[config.mk]
export PLATFORM = sky130hd
export DESIGN_NAME = audio_clock_divider_gen
export DESIGN_NICKNAME = d
export VERILOG_FILES = /design/src/pkg/clkdiv_pkg.sv /design/src/rtl/frac_div.sv /design/src/rtl/frame_gen.sv /design/src/rtl/audio_clock_divider_gen.sv
export VERILOG_INCLUDE_DIRS = /design/src /design/src/pkg
export SDC_FILE = /design/constraint.sdc
export NUM_CORES = 1
export LEC_CHECK = 0
export ABC_AREA = 1
export BUFFER_PORTS_ARGS = -buffer_cell sky130_fd_sc_hd__buf_4
export CORE_MARGIN = 2
export CORE_UTILIZATION = 42
export CTS_CLUSTER_SIZE = 40
export DETAILED_ROUTE_END_ITERATION = 8
export GPL_TIMING_DRIVEN = 0
export PLACE_DENSITY = 0.56
export SLEW_MARGIN = 20
export SYNTH_ARGS = -nofsm -noshare
export SYNTH_HDL_FRONTEND = slang
export SYNTH_SLANG_ARGS = --single-unit
[constraint.sdc]
create_clock -name clk_sys -period 5.64 [get_ports clk_sys]
set_clock_uncertainty 0.15 [all_clocks]
set_input_delay 0.282 -clock clk_sys [delete_from_list [all_inputs] [get_ports clk_sys]]
set_output_delay 0.282 -clock clk_sys [all_outputs]
set_load 0.02 [all_outputs]
[src/pkg/clkdiv_defs.svh]
// register offsets, field positions, reset values and counts for the codec clock divider
//
// Function
// - mode bit set selects 272 cycles per sample, clear selects 256; resets clear
// - adc rate divider code: /1 /1.5 /2 /3 /4 /5.5 /6, 111 reserved, resets 000
// - dac rate divider uses the same encoding, independent, resets to divide by one
// - bit clock divider 4-bit code from /1 up to /24, codes 1101..1111 give /32
// - master bit set: device makes bit clock and drives pin; clear: pin input
// - bit clock slave: bit clock comes from the host, not generated inside
// - adc bit clock on alternate pin runs at the shared bit clock rate in master mode, stays low in slave
// - frame clock toggles after 11-bit count of bit clocks, reset 64, below 8 invalid
// - adc frame enable bit 11 turns on adc frame generation, resets off
// - dac frame enable bit 11 turns on dac frame generation, resets off
// - a frame clock whose frame enable is off is an input from the host, in master and slave mode alike
// - frame pin carries dac frame when select is 0, adc frame when 1
// - output clock divider code: /1 /2 /3 /4 /5.5 /6, 110 and 111 reserved
// - slow clock enable is one bit reachable at two register addresses
// - slow clock rate bit picks divide by 2^21 when 0, 2^19 when 1
// - enabled slow clock times both jack debounce and zero-cross timeout
// - master bit and frame clock edges sit at repeatable positions for settings
`ifndef CLKDIV_DEFS_SVH
`define CLKDIV_DEFS_SVH

`define REG_POWER_MGMT_FOUR    8'h0b
`define REG_CLOCK_CONTROL_ONE  8'h28
`define REG_CLOCK_CONTROL_TWO  8'h29
`define REG_DAC_CONTROL        8'h30
`define REG_DAC_FRAME_RATE     8'h35
`define REG_DAC_CLOCK_CONTROL  8'h36
`define REG_ADC_CLOCK_CONTROL  8'h44
`define REG_ADC_FRAME_RATE     8'h46
`define REG_AUDIO_IF_DAC_CTRL  8'h73

`define BIT_SLOWCLK_EN_PM4     8
`define BIT_SLOWCLK_EN_CC1     15
`define BIT_SLOWCLK_RATE       14
`define BCLK_DIV_MSB           7
`define BCLK_DIV_LSB           4
`define OUTCLK_DIV_MSB         2
`define RATE_DIV_MSB           2
`define BIT_FRAME_SRC_SEL      15
`define BIT_CLOCKING_MODE      12
`define BIT_FRAME_GEN_EN       11
`define FRAME_LEN_MSB          10
`define BIT_BITCLK_MASTER      14

`define FRAME_LEN_RST          11'h040
`define FRAME_LEN_MIN          11'h008
`define SMP_LEN_NORMAL         9'h100
`define SMP_LEN_USB            9'h110
`define SLOW_DIV_LONG          2097152
`define SLOW_DIV_SHORT         524288

`endif

[src/pkg/clkdiv_pkg.sv]
// types shared by the codec clock divider modules
package clkdiv_pkg;

  typedef enum logic {
    MODE_NORMAL = 1'b0,
    MODE_USB    = 1'b1
  } clk_mode_t;

  typedef enum logic {
    PHASE_LOW  = 1'b0,
    PHASE_HIGH = 1'b1
  } frame_phase_t;

  typedef struct packed {
    logic [5:0] cnt;
    logic       alt;
    logic       level;
  } div_state_t;

  typedef struct packed {
    logic [10:0]  cnt;
    frame_phase_t phase;
  } frame_state_t;

  typedef struct packed {
    logic        slowclk_en;
    logic        slowclk_rate_sel;
    logic [3:0]  bclk_div;
    logic [2:0]  outclk_div;
    logic        frame_pin_src_sel;
    clk_mode_t   clocking_mode_sel;
    logic [10:0] dac_frame_len;
    logic        dac_frame_gen_en;
    logic [10:0] adc_frame_len;
    logic        adc_frame_gen_en;
    logic [2:0]  dac_rate_div;
    logic [2:0]  adc_rate_div;
    logic        bitclk_master_en;
    logic [15:0] rdata;
    logic [2:0]  bclk_sync;
    logic [1:0]  dac_frame_sync;
    logic [1:0]  adc_frame_sync;
    logic [8:0]  adc_smp_cnt;
    logic [8:0]  dac_smp_cnt;
    logic [20:0] slow_cnt;
  } top_state_t;

endpackage

[src/rtl/frac_div.sv]
// divider with half-integer ratios, giving a tick and a level clock
`timescale 1ns/100ps
module frac_div (
  // clock and reset
  input  wire logic       clk_sys,
  input  wire logic       sys_rst,
  // control: run low stops and clears the divider; ratio times two
  input  wire logic       run,
  input  wire logic [6:0] ratio_x2,
  // outputs
  output logic            tick,
  output logic            level
);
  clkdiv_pkg::div_state_t st_reg;
  clkdiv_pkg::div_state_t st_next;
  logic [5:0]             base;
  logic [5:0]             cur_len;
  logic [5:0]             half_len;

  // odd ratio_x2 alternates base and base+1 periods
  // >= ends a period at once when the ratio shrinks below the running count
  assign base     = ratio_x2[6:1];
  assign cur_len  = base + {5'h00, ratio_x2[0] & st_reg.alt};
  assign half_len = 6'((7'(cur_len) + 7'h01) >> 1);
  assign tick     = run && (st_reg.cnt >= cur_len - 6'h01);
  assign level    = st_reg.level;

  // counter; clearing while stopped keeps edge positions repeatable
  always_comb begin
    st_next = st_reg;
    if (!run) begin
      st_next = '0;
    end else if (tick) begin
      st_next.cnt = 6'h00;
      st_next.alt = ~st_reg.alt;
    end else begin
      st_next.cnt = st_reg.cnt + 6'h01;
    end
    st_next.level = run && (st_next.cnt < half_len);
  end

  always_ff @(posedge clk_sys) begin
    if (sys_rst) begin
      st_reg <= '0;
    end else begin
      st_reg <= st_next;
    end
  end

  a_half_alternate: assert property (@(posedge clk_sys) disable iff (sys_rst)
    (run && $stable(ratio_x2) && ratio_x2 == 7'h03 && tick && $past(tick))
      |=> !tick ##1 tick)
    else $error("ratio 1.5 did not alternate one and two cycle periods");

  a_whole_period: assert property (@(posedge clk_sys) disable iff (sys_rst)
    (run && ratio_x2 == 7'h08 && tick) ##1 (run && ratio_x2 == 7'h08)[*3]
      |=> tick)
    else $error("ratio 4 did not repeat every four cycles");
endmodule // frac_div

[src/rtl/frame_gen.sv]
// frame clock generator counting bit clocks per phase
`timescale 1ns/100ps
`include "clkdiv_defs.svh"
module frame_gen (
  // clock and reset
  input  wire logic        clk_sys,
  input  wire logic        sys_rst,
  // control
  input  wire logic        gen_en,
  input  wire logic        bit_tick,
  input  wire logic [10:0] phase_len,
  // output
  output logic             frame_clk
);
  clkdiv_pkg::frame_state_t st_reg;
  clkdiv_pkg::frame_state_t st_next;
  logic                     active;

  // lengths below the minimum are invalid and hold the generator idle
  assign active    = gen_en && (phase_len >= `FRAME_LEN_MIN);
  assign frame_clk = (st_reg.phase == clkdiv_pkg::PHASE_HIGH);

  // toggle after phase_len bit clocks: one frame is two phases
  // a shortened length ends the phase at once instead of wrapping the count
  always_comb begin
    st_next = st_reg;
    if (!active) begin
      st_next = '0;
    end else if (bit_tick) begin
      if (st_reg.cnt >= phase_len - 11'h001) begin
        st_next.cnt = 11'h000;
        unique case (st_reg.phase)
          clkdiv_pkg::PHASE_LOW:  st_next.phase = clkdiv_pkg::PHASE_HIGH;
          clkdiv_pkg::PHASE_HIGH: st_next.phase = clkdiv_pkg::PHASE_LOW;
        endcase
      end else begin
        st_next.cnt = st_reg.cnt + 11'h001;
      end
    end
  end

  always_ff @(posedge clk_sys) begin
    if (sys_rst) begin
      st_reg <= '0;
    end else begin
      st_reg <= st_next;
    end
  end

  a_frame_on_bit: assert property (@(posedge clk_sys) disable iff (sys_rst)
    ($past(active) && active && $changed(frame_clk)) |-> $past(bit_tick))
    else $error("frame clock moved without a bit clock tick");

  a_frame_idle: assert property (@(posedge clk_sys) disable iff (sys_rst)
    !active |=> !frame_clk)
    else $error("frame clock not low while generation is off");
endmodule // frame_gen

[src/rtl/audio_clock_divider_gen.sv]
// codec clock divider: sample rate, bit, frame, output and slow clocks
`timescale 1ns/100ps
`include "clkdiv_defs.svh"
module audio_clock_divider_gen #(
  parameter int unsigned SLOW_DIV_LONG  = `SLOW_DIV_LONG,
  parameter int unsigned SLOW_DIV_SHORT = `SLOW_DIV_SHORT
) (
  // clock and reset
  input  wire logic        clk_sys,
  input  wire logic        sys_rst,
  // register port
  input  wire logic [7:0]  reg_addr,
  input  wire logic [15:0] reg_wdata,
  input  wire logic        reg_wr,
  input  wire logic        reg_rd,
  output logic [15:0]      reg_rdata,
  // bit clock pin
  input  wire logic        bitclk_pin_in,
  output logic             bitclk_pin_out,
  output logic             bitclk_pin_oe,
  // shared frame pin
  input  wire logic        frame_pin_in,
  output logic             frame_pin_out,
  output logic             frame_pin_oe,
  // alternate pins
  input  wire logic        adc_frame_pin_in,
  output logic             adc_bit_clock,
  output logic             codec_out_clock,
  // clocks and ticks to the codec core
  output logic             bitclk_tick,
  output logic             adc_frame_clock,
  output logic             dac_frame_clock,
  output logic             adc_rate_tick,
  output logic             dac_rate_tick,
  output logic             adc_sample_tick,
  output logic             dac_sample_tick,
  output logic             outclk_tick,
  output logic             jack_debounce_tick,
  output logic             zc_timeout_tick
);
  clkdiv_pkg::top_state_t st_reg;
  clkdiv_pkg::top_state_t st_next;
  logic [6:0]             adc_x2;
  logic [6:0]             dac_x2;
  logic [6:0]             bclk_x2;
  logic [6:0]             out_x2;
  logic                   bclk_gen_tick;
  logic                   bclk_gen_level;
  logic                   out_level;
  logic                   adc_gen_clk;
  logic                   dac_gen_clk;
  logic                   slave_bit_tick;
  logic [8:0]             smp_len;
  logic [20:0]            slow_limit;
  logic                   slow_tick;

  // sample rate code to ratio times two, zero for reserved
  function automatic logic [6:0] rate_x2(input logic [2:0] code);
    unique case (code)
      3'h0:    rate_x2 = 7'h02;
      3'h1:    rate_x2 = 7'h03;
      3'h2:    rate_x2 = 7'h04;
      3'h3:    rate_x2 = 7'h06;
      3'h4:    rate_x2 = 7'h08;
      3'h5:    rate_x2 = 7'h0b;
      3'h6:    rate_x2 = 7'h0c;
      default: rate_x2 = 7'h00;
    endcase
  endfunction

  // bit clock code to ratio times two; top codes share /32
  function automatic logic [6:0] bclk_ratio_x2(input logic [3:0] code);
    unique case (code)
      4'h0:    bclk_ratio_x2 = 7'h02;
      4'h1:    bclk_ratio_x2 = 7'h03;
      4'h2:    bclk_ratio_x2 = 7'h04;
      4'h3:    bclk_ratio_x2 = 7'h06;
      4'h4:    bclk_ratio_x2 = 7'h08;
      4'h5:    bclk_ratio_x2 = 7'h0b;
      4'h6:    bclk_ratio_x2 = 7'h0c;
      4'h7:    bclk_ratio_x2 = 7'h10;
      4'h8:    bclk_ratio_x2 = 7'h16;
      4'h9:    bclk_ratio_x2 = 7'h18;
      4'ha:    bclk_ratio_x2 = 7'h20;
      4'hb:    bclk_ratio_x2 = 7'h2c;
      4'hc:    bclk_ratio_x2 = 7'h30;
      default: bclk_ratio_x2 = 7'h40;
    endcase
  endfunction

  // output clock code to ratio times two, zero for reserved
  function automatic logic [6:0] out_ratio_x2(input logic [2:0] code);
    unique case (code)
      3'h0:    out_ratio_x2 = 7'h02;
      3'h1:    out_ratio_x2 = 7'h04;
      3'h2:    out_ratio_x2 = 7'h06;
      3'h3:    out_ratio_x2 = 7'h08;
      3'h4:    out_ratio_x2 = 7'h0b;
      3'h5:    out_ratio_x2 = 7'h0c;
      default: out_ratio_x2 = 7'h00;
    endcase
  endfunction

  // ratio decode; reserved codes stop their divider
  assign adc_x2  = rate_x2(st_reg.adc_rate_div);
  assign dac_x2  = rate_x2(st_reg.dac_rate_div);
  assign bclk_x2 = st_reg.bitclk_master_en ? bclk_ratio_x2(st_reg.bclk_div) : 7'h00;
  assign out_x2  = out_ratio_x2(st_reg.outclk_div);

  frac_div u_adc_rate (
    .clk_sys  (clk_sys),
    .sys_rst  (sys_rst),
    .run      (adc_x2 != 7'h00),
    .ratio_x2 (adc_x2),
    .tick     (adc_rate_tick),
    .level    ()
  );

  frac_div u_dac_rate (
    .clk_sys  (clk_sys),
    .sys_rst  (sys_rst),
    .run      (dac_x2 != 7'h00),
    .ratio_x2 (dac_x2),
    .tick     (dac_rate_tick),
    .level    ()
  );

  frac_div u_bit_clock (
    .clk_sys  (clk_sys),
    .sys_rst  (sys_rst),
    .run      (bclk_x2 != 7'h00),
    .ratio_x2 (bclk_x2),
    .tick     (bclk_gen_tick),
    .level    (bclk_gen_level)
  );

  frac_div u_out_clock (
    .clk_sys  (clk_sys),
    .sys_rst  (sys_rst),
    .run      (out_x2 != 7'h00),
    .ratio_x2 (out_x2),
    .tick     (outclk_tick),
    .level    (out_level)
  );

  // bit clock source: own divider in master, host edges in slave
  assign slave_bit_tick = st_reg.bclk_sync[1] & ~st_reg.bclk_sync[2];
  assign bitclk_tick    = st_reg.bitclk_master_en ? bclk_gen_tick : slave_bit_tick;
  assign bitclk_pin_out = bclk_gen_level;
  assign bitclk_pin_oe  = st_reg.bitclk_master_en;
  assign adc_bit_clock  = bclk_gen_level;
  assign codec_out_clock = out_level;

  frame_gen u_adc_frame (
    .clk_sys   (clk_sys),
    .sys_rst   (sys_rst),
    .gen_en    (st_reg.adc_frame_gen_en),
    .bit_tick  (bitclk_tick),
    .phase_len (st_reg.adc_frame_len),
    .frame_clk (adc_gen_clk)
  );

  frame_gen u_dac_frame (
    .clk_sys   (clk_sys),
    .sys_rst   (sys_rst),
    .gen_en    (st_reg.dac_frame_gen_en),
    .bit_tick  (bitclk_tick),
    .phase_len (st_reg.dac_frame_len),
    .frame_clk (dac_gen_clk)
  );

  // frame clocks: generated, or taken from the host when generation is off
  assign adc_frame_clock = st_reg.adc_frame_gen_en ? adc_gen_clk : st_reg.adc_frame_sync[1];
  assign dac_frame_clock = st_reg.dac_frame_gen_en ? dac_gen_clk : st_reg.dac_frame_sync[1];
  assign frame_pin_out   = st_reg.frame_pin_src_sel ? adc_gen_clk : dac_gen_clk;
  assign frame_pin_oe    = st_reg.frame_pin_src_sel ? st_reg.adc_frame_gen_en
                                                    : st_reg.dac_frame_gen_en;

  // samples per period follow the clocking mode
  assign smp_len = (st_reg.clocking_mode_sel == clkdiv_pkg::MODE_USB) ? `SMP_LEN_USB
                                                                     : `SMP_LEN_NORMAL;
  assign adc_sample_tick = adc_rate_tick && (st_reg.adc_smp_cnt == smp_len - 9'h001);
  assign dac_sample_tick = dac_rate_tick && (st_reg.dac_smp_cnt == smp_len - 9'h001);

  // slow clock shared by debounce and zero-cross timeout
  // >= so a faster rate never waits for a full 21-bit counter wrap
  assign slow_limit = st_reg.slowclk_rate_sel ? 21'(SLOW_DIV_SHORT - 1)
                                              : 21'(SLOW_DIV_LONG - 1);
  assign slow_tick          = st_reg.slowclk_en && (st_reg.slow_cnt >= slow_limit);
  assign jack_debounce_tick = slow_tick;
  assign zc_timeout_tick    = slow_tick;
  assign reg_rdata          = st_reg.rdata;

  // registers, synchronisers and counters
  always_comb begin
    st_next = st_reg;
    // host pins: first flop feeds only the second
    st_next.bclk_sync      = {st_reg.bclk_sync[1:0], bitclk_pin_in};
    st_next.dac_frame_sync = {st_reg.dac_frame_sync[0], frame_pin_in};
    st_next.adc_frame_sync = {st_reg.adc_frame_sync[0], adc_frame_pin_in};
    if (adc_rate_tick) begin
      st_next.adc_smp_cnt = adc_sample_tick ? 9'h000 : st_reg.adc_smp_cnt + 9'h001;
    end
    if (dac_rate_tick) begin
      st_next.dac_smp_cnt = dac_sample_tick ? 9'h000 : st_reg.dac_smp_cnt + 9'h001;
    end
    if (!st_reg.slowclk_en || slow_tick) begin
      st_next.slow_cnt = 21'h000000;
    end else begin
      st_next.slow_cnt = st_reg.slow_cnt + 21'h000001;
    end
    // register writes; the slow clock enable lives in one flop behind two offsets
    if (reg_wr) begin
      unique case (reg_addr)
        `REG_POWER_MGMT_FOUR: st_next.slowclk_en = reg_wdata[`BIT_SLOWCLK_EN_PM4];
        `REG_CLOCK_CONTROL_ONE: begin
          st_next.slowclk_en       = reg_wdata[`BIT_SLOWCLK_EN_CC1];
          st_next.slowclk_rate_sel = reg_wdata[`BIT_SLOWCLK_RATE];
          st_next.bclk_div         = reg_wdata[`BCLK_DIV_MSB:`BCLK_DIV_LSB];
          st_next.outclk_div       = reg_wdata[`OUTCLK_DIV_MSB:0];
        end
        `REG_CLOCK_CONTROL_TWO: st_next.frame_pin_src_sel = reg_wdata[`BIT_FRAME_SRC_SEL];
        `REG_DAC_CONTROL: st_next.clocking_mode_sel =
          clkdiv_pkg::clk_mode_t'(reg_wdata[`BIT_CLOCKING_MODE]);
        `REG_DAC_FRAME_RATE: begin
          st_next.dac_frame_gen_en = reg_wdata[`BIT_FRAME_GEN_EN];
          st_next.dac_frame_len    = reg_wdata[`FRAME_LEN_MSB:0];
        end
        `REG_DAC_CLOCK_CONTROL: st_next.dac_rate_div = reg_wdata[`RATE_DIV_MSB:0];
        `REG_ADC_CLOCK_CONTROL: st_next.adc_rate_div = reg_wdata[`RATE_DIV_MSB:0];
        `REG_ADC_FRAME_RATE: begin
          st_next.adc_frame_gen_en = reg_wdata[`BIT_FRAME_GEN_EN];
          st_next.adc_frame_len    = reg_wdata[`FRAME_LEN_MSB:0];
        end
        `REG_AUDIO_IF_DAC_CTRL: st_next.bitclk_master_en = reg_wdata[`BIT_BITCLK_MASTER];
        default: ;
      endcase
    end
    // read data registered; unmapped offsets and other bits read zero
    if (reg_rd) begin
      st_next.rdata = 16'h0000;
      unique case (reg_addr)
        `REG_POWER_MGMT_FOUR: st_next.rdata[`BIT_SLOWCLK_EN_PM4] = st_reg.slowclk_en;
        `REG_CLOCK_CONTROL_ONE: begin
          st_next.rdata[`BIT_SLOWCLK_EN_CC1]           = st_reg.slowclk_en;
          st_next.rdata[`BIT_SLOWCLK_RATE]             = st_reg.slowclk_rate_sel;
          st_next.rdata[`BCLK_DIV_MSB:`BCLK_DIV_LSB]   = st_reg.bclk_div;
          st_next.rdata[`OUTCLK_DIV_MSB:0]             = st_reg.outclk_div;
        end
        `REG_CLOCK_CONTROL_TWO: st_next.rdata[`BIT_FRAME_SRC_SEL] = st_reg.frame_pin_src_sel;
        `REG_DAC_CONTROL: st_next.rdata[`BIT_CLOCKING_MODE] = st_reg.clocking_mode_sel;
        `REG_DAC_FRAME_RATE: begin
          st_next.rdata[`BIT_FRAME_GEN_EN]  = st_reg.dac_frame_gen_en;
          st_next.rdata[`FRAME_LEN_MSB:0]   = st_reg.dac_frame_len;
        end
        `REG_DAC_CLOCK_CONTROL: st_next.rdata[`RATE_DIV_MSB:0] = st_reg.dac_rate_div;
        `REG_ADC_CLOCK_CONTROL: st_next.rdata[`RATE_DIV_MSB:0] = st_reg.adc_rate_div;
        `REG_ADC_FRAME_RATE: begin
          st_next.rdata[`BIT_FRAME_GEN_EN]  = st_reg.adc_frame_gen_en;
          st_next.rdata[`FRAME_LEN_MSB:0]   = st_reg.adc_frame_len;
        end
        `REG_AUDIO_IF_DAC_CTRL: st_next.rdata[`BIT_BITCLK_MASTER] = st_reg.bitclk_master_en;
        default: ;
      endcase
    end
  end

  // reset leaves every mode off, divide by one and frame length 64
  always_ff @(posedge clk_sys) begin
    if (sys_rst) begin
      st_reg               <= '0;
      st_reg.adc_frame_len <= `FRAME_LEN_RST;
      st_reg.dac_frame_len <= `FRAME_LEN_RST;
    end else begin
      st_reg <= st_next;
    end
  end

  a_master_pin_drive: assert property (@(posedge clk_sys) disable iff (sys_rst)
    (reg_wr && reg_addr == `REG_AUDIO_IF_DAC_CTRL) |=>
      bitclk_pin_oe == $past(reg_wdata[`BIT_BITCLK_MASTER]))
    else $error("bit clock pin enable does not follow the master bit");

  a_slow_alias: assert property (@(posedge clk_sys) disable iff (sys_rst)
    (reg_wr && reg_addr == `REG_POWER_MGMT_FOUR) ##1 (reg_rd && reg_addr ==
      `REG_CLOCK_CONTROL_ONE && !reg_wr) |=>
      reg_rdata[`BIT_SLOWCLK_EN_CC1] == $past(reg_wdata[`BIT_SLOWCLK_EN_PM4], 2))
    else $error("slow clock enable differs between its two addresses");

  a_slow_quiet: assert property (@(posedge clk_sys) disable iff (sys_rst)
    !st_reg.slowclk_en |-> !jack_debounce_tick && !zc_timeout_tick)
    else $error("slow clock ticked while disabled");

  a_frame_pin_src: assert property (@(posedge clk_sys) disable iff (sys_rst)
    (frame_pin_oe && st_reg.frame_pin_src_sel) |-> frame_pin_out == adc_frame_clock)
    else $error("frame pin not carrying the adc frame clock");

  a_slave_frame_in: assert property (@(posedge clk_sys) disable iff (sys_rst)
    (!st_reg.dac_frame_gen_en && $stable(st_reg.dac_frame_gen_en)) ##0
      $rose(st_reg.dac_frame_sync[1]) |-> $rose(dac_frame_clock))
    else $error("slave dac frame clock does not follow the host");

  a_adc_div_two: assert property (@(posedge clk_sys) disable iff (sys_rst)
    (st_reg.adc_rate_div == 3'h2 && !reg_wr && adc_rate_tick) ##1 !reg_wr
      |-> !adc_rate_tick ##1 adc_rate_tick)
    else $error("adc divide by two tick spacing wrong");

  a_slave_bit_edge: assert property (@(posedge clk_sys) disable iff (sys_rst)
    (!st_reg.bitclk_master_en && $rose(st_reg.bclk_sync[2])) |-> $past(bitclk_tick))
    else $error("slave bit clock edge not passed to the core");

  a_usb_sample: assert property (@(posedge clk_sys) disable iff (sys_rst)
    (adc_sample_tick && st_reg.clocking_mode_sel == clkdiv_pkg::MODE_USB) |->
      st_reg.adc_smp_cnt == 9'h10f)
    else $error("usb mode sample period is not 272 rate cycles");
endmodule // audio_clock_divider_gen

==> flow_summary.yaml <==
final_layout:
  syn_to_final_growth_pct: 14.25
  fillCellCount: 2552
  nNetsFinal: 1670
  diodes: 0
  layout_common_cells: "nand2_1 (279), inv_1 (183), dfxtp_1 (164)"
  final_cells: 1886
  largest_register_ffs: 83
  layout_commonest_cell: "nand2_1"
  drive_gt1_share_pct: 11.97
yosys:
  synth_edf_count: 0
  synth-seq-area-share_pct: 31.48
  async_flop_share_pct: 0
  synth_area_sq_mm: 0.01043
  yosys_warnings: 0
  synth_area_leader_cell: "dfxtp_1"
  ys_types: 51
  synthTopCellsByArea: "dfxtp_1 (31%), ha_1 (11%), nand2_1 (10%), inv_1 (6.6%), nand3_1 (5.5%)"
  synth_top_area_share_pct: 31.48
  synth_flop_cell: "dfxtp_1"
  synth.avg_cell_area_sq_um: 7.124
  synth_seq_cells: 164
  synthCells: 1464
  syn_nets: 1585
global_route:
  grt_pass1_wl_microns: 43550
  grt_max_degree: 17
  grt_overflow_total: 0
  antenna_found_initial: 0
  grt_use_total_pct: 20.80
  grt_pass1_vias: 8735
sta:
  tightest_slew_ps: 931.0
  hold_viol: 0
  slew_viol_final: 0
  finalWorstPathRequiredPeriod_ps: 4126
  rsz0062_at_grt: "no"
  max_freq_mhz: 242.4
  fin_crit_sh_pct: 73.16
  setup-tns-final_ps: 0
  slew_headroom_pct: 37.94
  finalSetupViolations: 0
pwr:
  power.density_mw_per_mm2: 206.4
  p_leak_uw: 0.005179
  clkPwrFrac_pct: 46.4
  pwr-share-seq_pct: 48.0
  intPower_uw: 1850
  pwr-share-comb_pct: 5.6
  peakVddDrop_v: 0.0001434
  swShare_pct: 24.76
  p_switching_uw: 609.0
die:
  core-area_sq_mm: 0.02432
  die_w_microns: 161.6
  die-height_microns: 161.6
  die_area_sq_mm: 0.02611
  start_util_pct: 42.89
  num_rows: 57
  ios: 63
clock_tree:
  clkSinkCount: 164
  clk-insertion-delay-late_ps: 430
  root_buffer: "clkbuf_16"
  path_clk_slew_ps: 70
  ctsHtreeMaxLevel: 4
  cts_resized: 0
  numCtsBuffers: 17
  cts_tree: "done"
  clock_path_buffers: 2
placed_design:
  place_inst: 1847
  gp_congestion: 0.8809
  dp_hpwl_microns: 20660
  io_buffers: 59
route:
  antenna_left: 0
  drc: 0
  vias: 9315
  vias_per_cell: 4.939
  drt_iter0_markers: 601
  wl_microns: 26650
  avgRoutedWirePerCell_microns: 14.13
  firstDrtPassIters: 6
worst_setup_path:
  path_max_fanout: 10
  worst-setup-path-type: "flip-flop to primary output"
  cpPeakStageDelay_ps: 330
  critPathArrivalTime_ps: 3690
  cpMostUsedCell: "nand2_1"
  required_ps: 5210
  cp_cell_sequence: "buf_6 -> nand2_1 -> inv_1 -> ha_1 -> ha_1 -> inv_1 -> nand2_1 -> nand2_1 -> inv_1 -> nor2_1 -> nand2_1 -> nor3_2 -> xnor2_1 -> ha_1 -> nand2_1 -> inv_1 -> a21oi_1 -> nand2_1 -> nand2_2 -> nand2_2 -> buf_4 -> buf_4"
  crit_slowest_cell: "dfxtp_1"
  cp-start-kind: "flip-flop"
  cp-end-kind: "primary output"
  critPathBufInv: 7
  path_delay_family: "simple AND/OR/NAND/NOR gates"
worst_hold_path:
  holdCritPathClass: "input port to flip-flop"
outcome:
  status: "finished clean"
flow_run:
  drv_cap: 0
[synthesized netlist by cell type, types with 3 or more instances]
| cell | instances |
|---|---|
| nor2_2 | 3 |
| o21ai_0 | 67 |
| nand4_1 | 27 |
| nor4_1 | 7 |
| buf_6 | 3 |
| xor2_1 | 48 |
| clkbuf_1 | 13 |
| nor2_4 | 9 |
| or2_2 | 4 |
| a21oi_2 | 7 |
| ha_1 | 90 |
| nor3b_1 | 4 |
| dfxtp_1 | 164 |
| o211ai_1 | 6 |
| o22ai_1 | 10 |
| nand3b_1 | 12 |
| nand2_2 | 12 |
| nand2_4 | 5 |
| inv_1 | 183 |
| nor2_1 | 147 |
| o21a_1 | 3 |
| xnor2_1 | 36 |
| nor3_1 | 31 |
| buf_2 | 15 |
| nand3_1 | 114 |
| a21oi_1 | 102 |
| buf_4 | 23 |
| inv_2 | 7 |
| o221ai_1 | 4 |
| nand2_1 | 279 |
[worst reg2reg max path: cells and delay by family, from the launching register on]
kind | cells | cell delay (ps)
XOR/XNOR | 1 | 150
buffers and inverters | 5 | 390
AND/OR/NAND/NOR | 9 | 1300
flip-flops | 1 | 330
AO/OA/AOI/OAI | 4 | 750
adder cells (fa/ha/maj) | 4 | 960
[layer usage]
| metal | up-vias | track usage (%) | wire length (microns) |
|---|---|---|---|
| met5 | - | 0 | 0 |
| met4 | 0 | 4.221 | 276 |
| met3 | 18 | 4.006 | 1189 |
| met2 | 156 | 33.84 | 12070 |
| met1 | 4212 | 28.76 | 13110 |
| li1 | 4929 | - | - |
[layout make-up]
type | count | area (sq um) | area share (%)
clock buffer | 19 | 442.9 | 3.717
clock inverter | 13 | 125.1 | 1.050
multi-input combinational | 1053 | 6091 | 51.11
tap | 324 | 405.4 | 3.402
sequential | 164 | 3283 | 27.55
inverter | 191 | 718.2 | 6.027
buffer | 56 | 337.8 | 2.835
timing repair buffer | 66 | 513.0 | 4.305
[path summary, 6_finish.rpt]
path                         startpoint                      endpoint  slack, ps  cells past startpoint
max          bitclk_pin_oe$_SDFFE_PP0P_                   bitclk_tick       1510                     22
min                        reg_wdata[3]       st_reg[85]$_SDFFE_PP0P_         20                      3
max reg2reg  bitclk_pin_oe$_SDFFE_PP0P_  u_bit_clock.level$_SDFF_PP0_       1560                     23
min reg2reg      st_next[44]$_SDFF_PP0_        st_next[45]$_SDFF_PP0_        260                      2
[cells by family (layout without fill, tap and decap cells)]
kind of cell,after synthesis,after routing,share of synthesized area (%)
AOI/OAI and AO/OA,212,212,11.18
xor gates and xnor gates,86,86,7.366
adders and majority gates,90,90,10.80
buffers and inverters,247,345,10.12
DFF,164,164,31.48
other,1,1,0.03595
and+or+nand+nor,664,664,29.02
[power groups by stage]
stage	combinational (uW)	sequential (uW)	clock [uW]
floorplan	76.7	1200	0
global placement	134	1210	0
detailed placement	134	1210	0
CTS	139	1180	1170
global route	152	1180	1220
finish	138	1180	1140
[per-stage QoR]
step	power, uW	instance area [sq um]	setup WS [ps]	utilization, %	hold WS (ps)
detailed placement	1340	11280	1551	46.38	247.3
floorplan	1280	10430	2118	-	238.3
global route	2552	11920	1011	49.00	24.91
finish	2459	11920	1514	49.00	19.12
CTS	2492	11920	1446	49.00	2.678
global placement	1339	11280	1591	46.38	246.5
[repair_timing]
item / in CTS / in global routing
hold buffers: 7 / 0
buffers inserted: 0 / 0
hold endpoints to repair: 7 / 0
(Power assumes the default switching activity.)
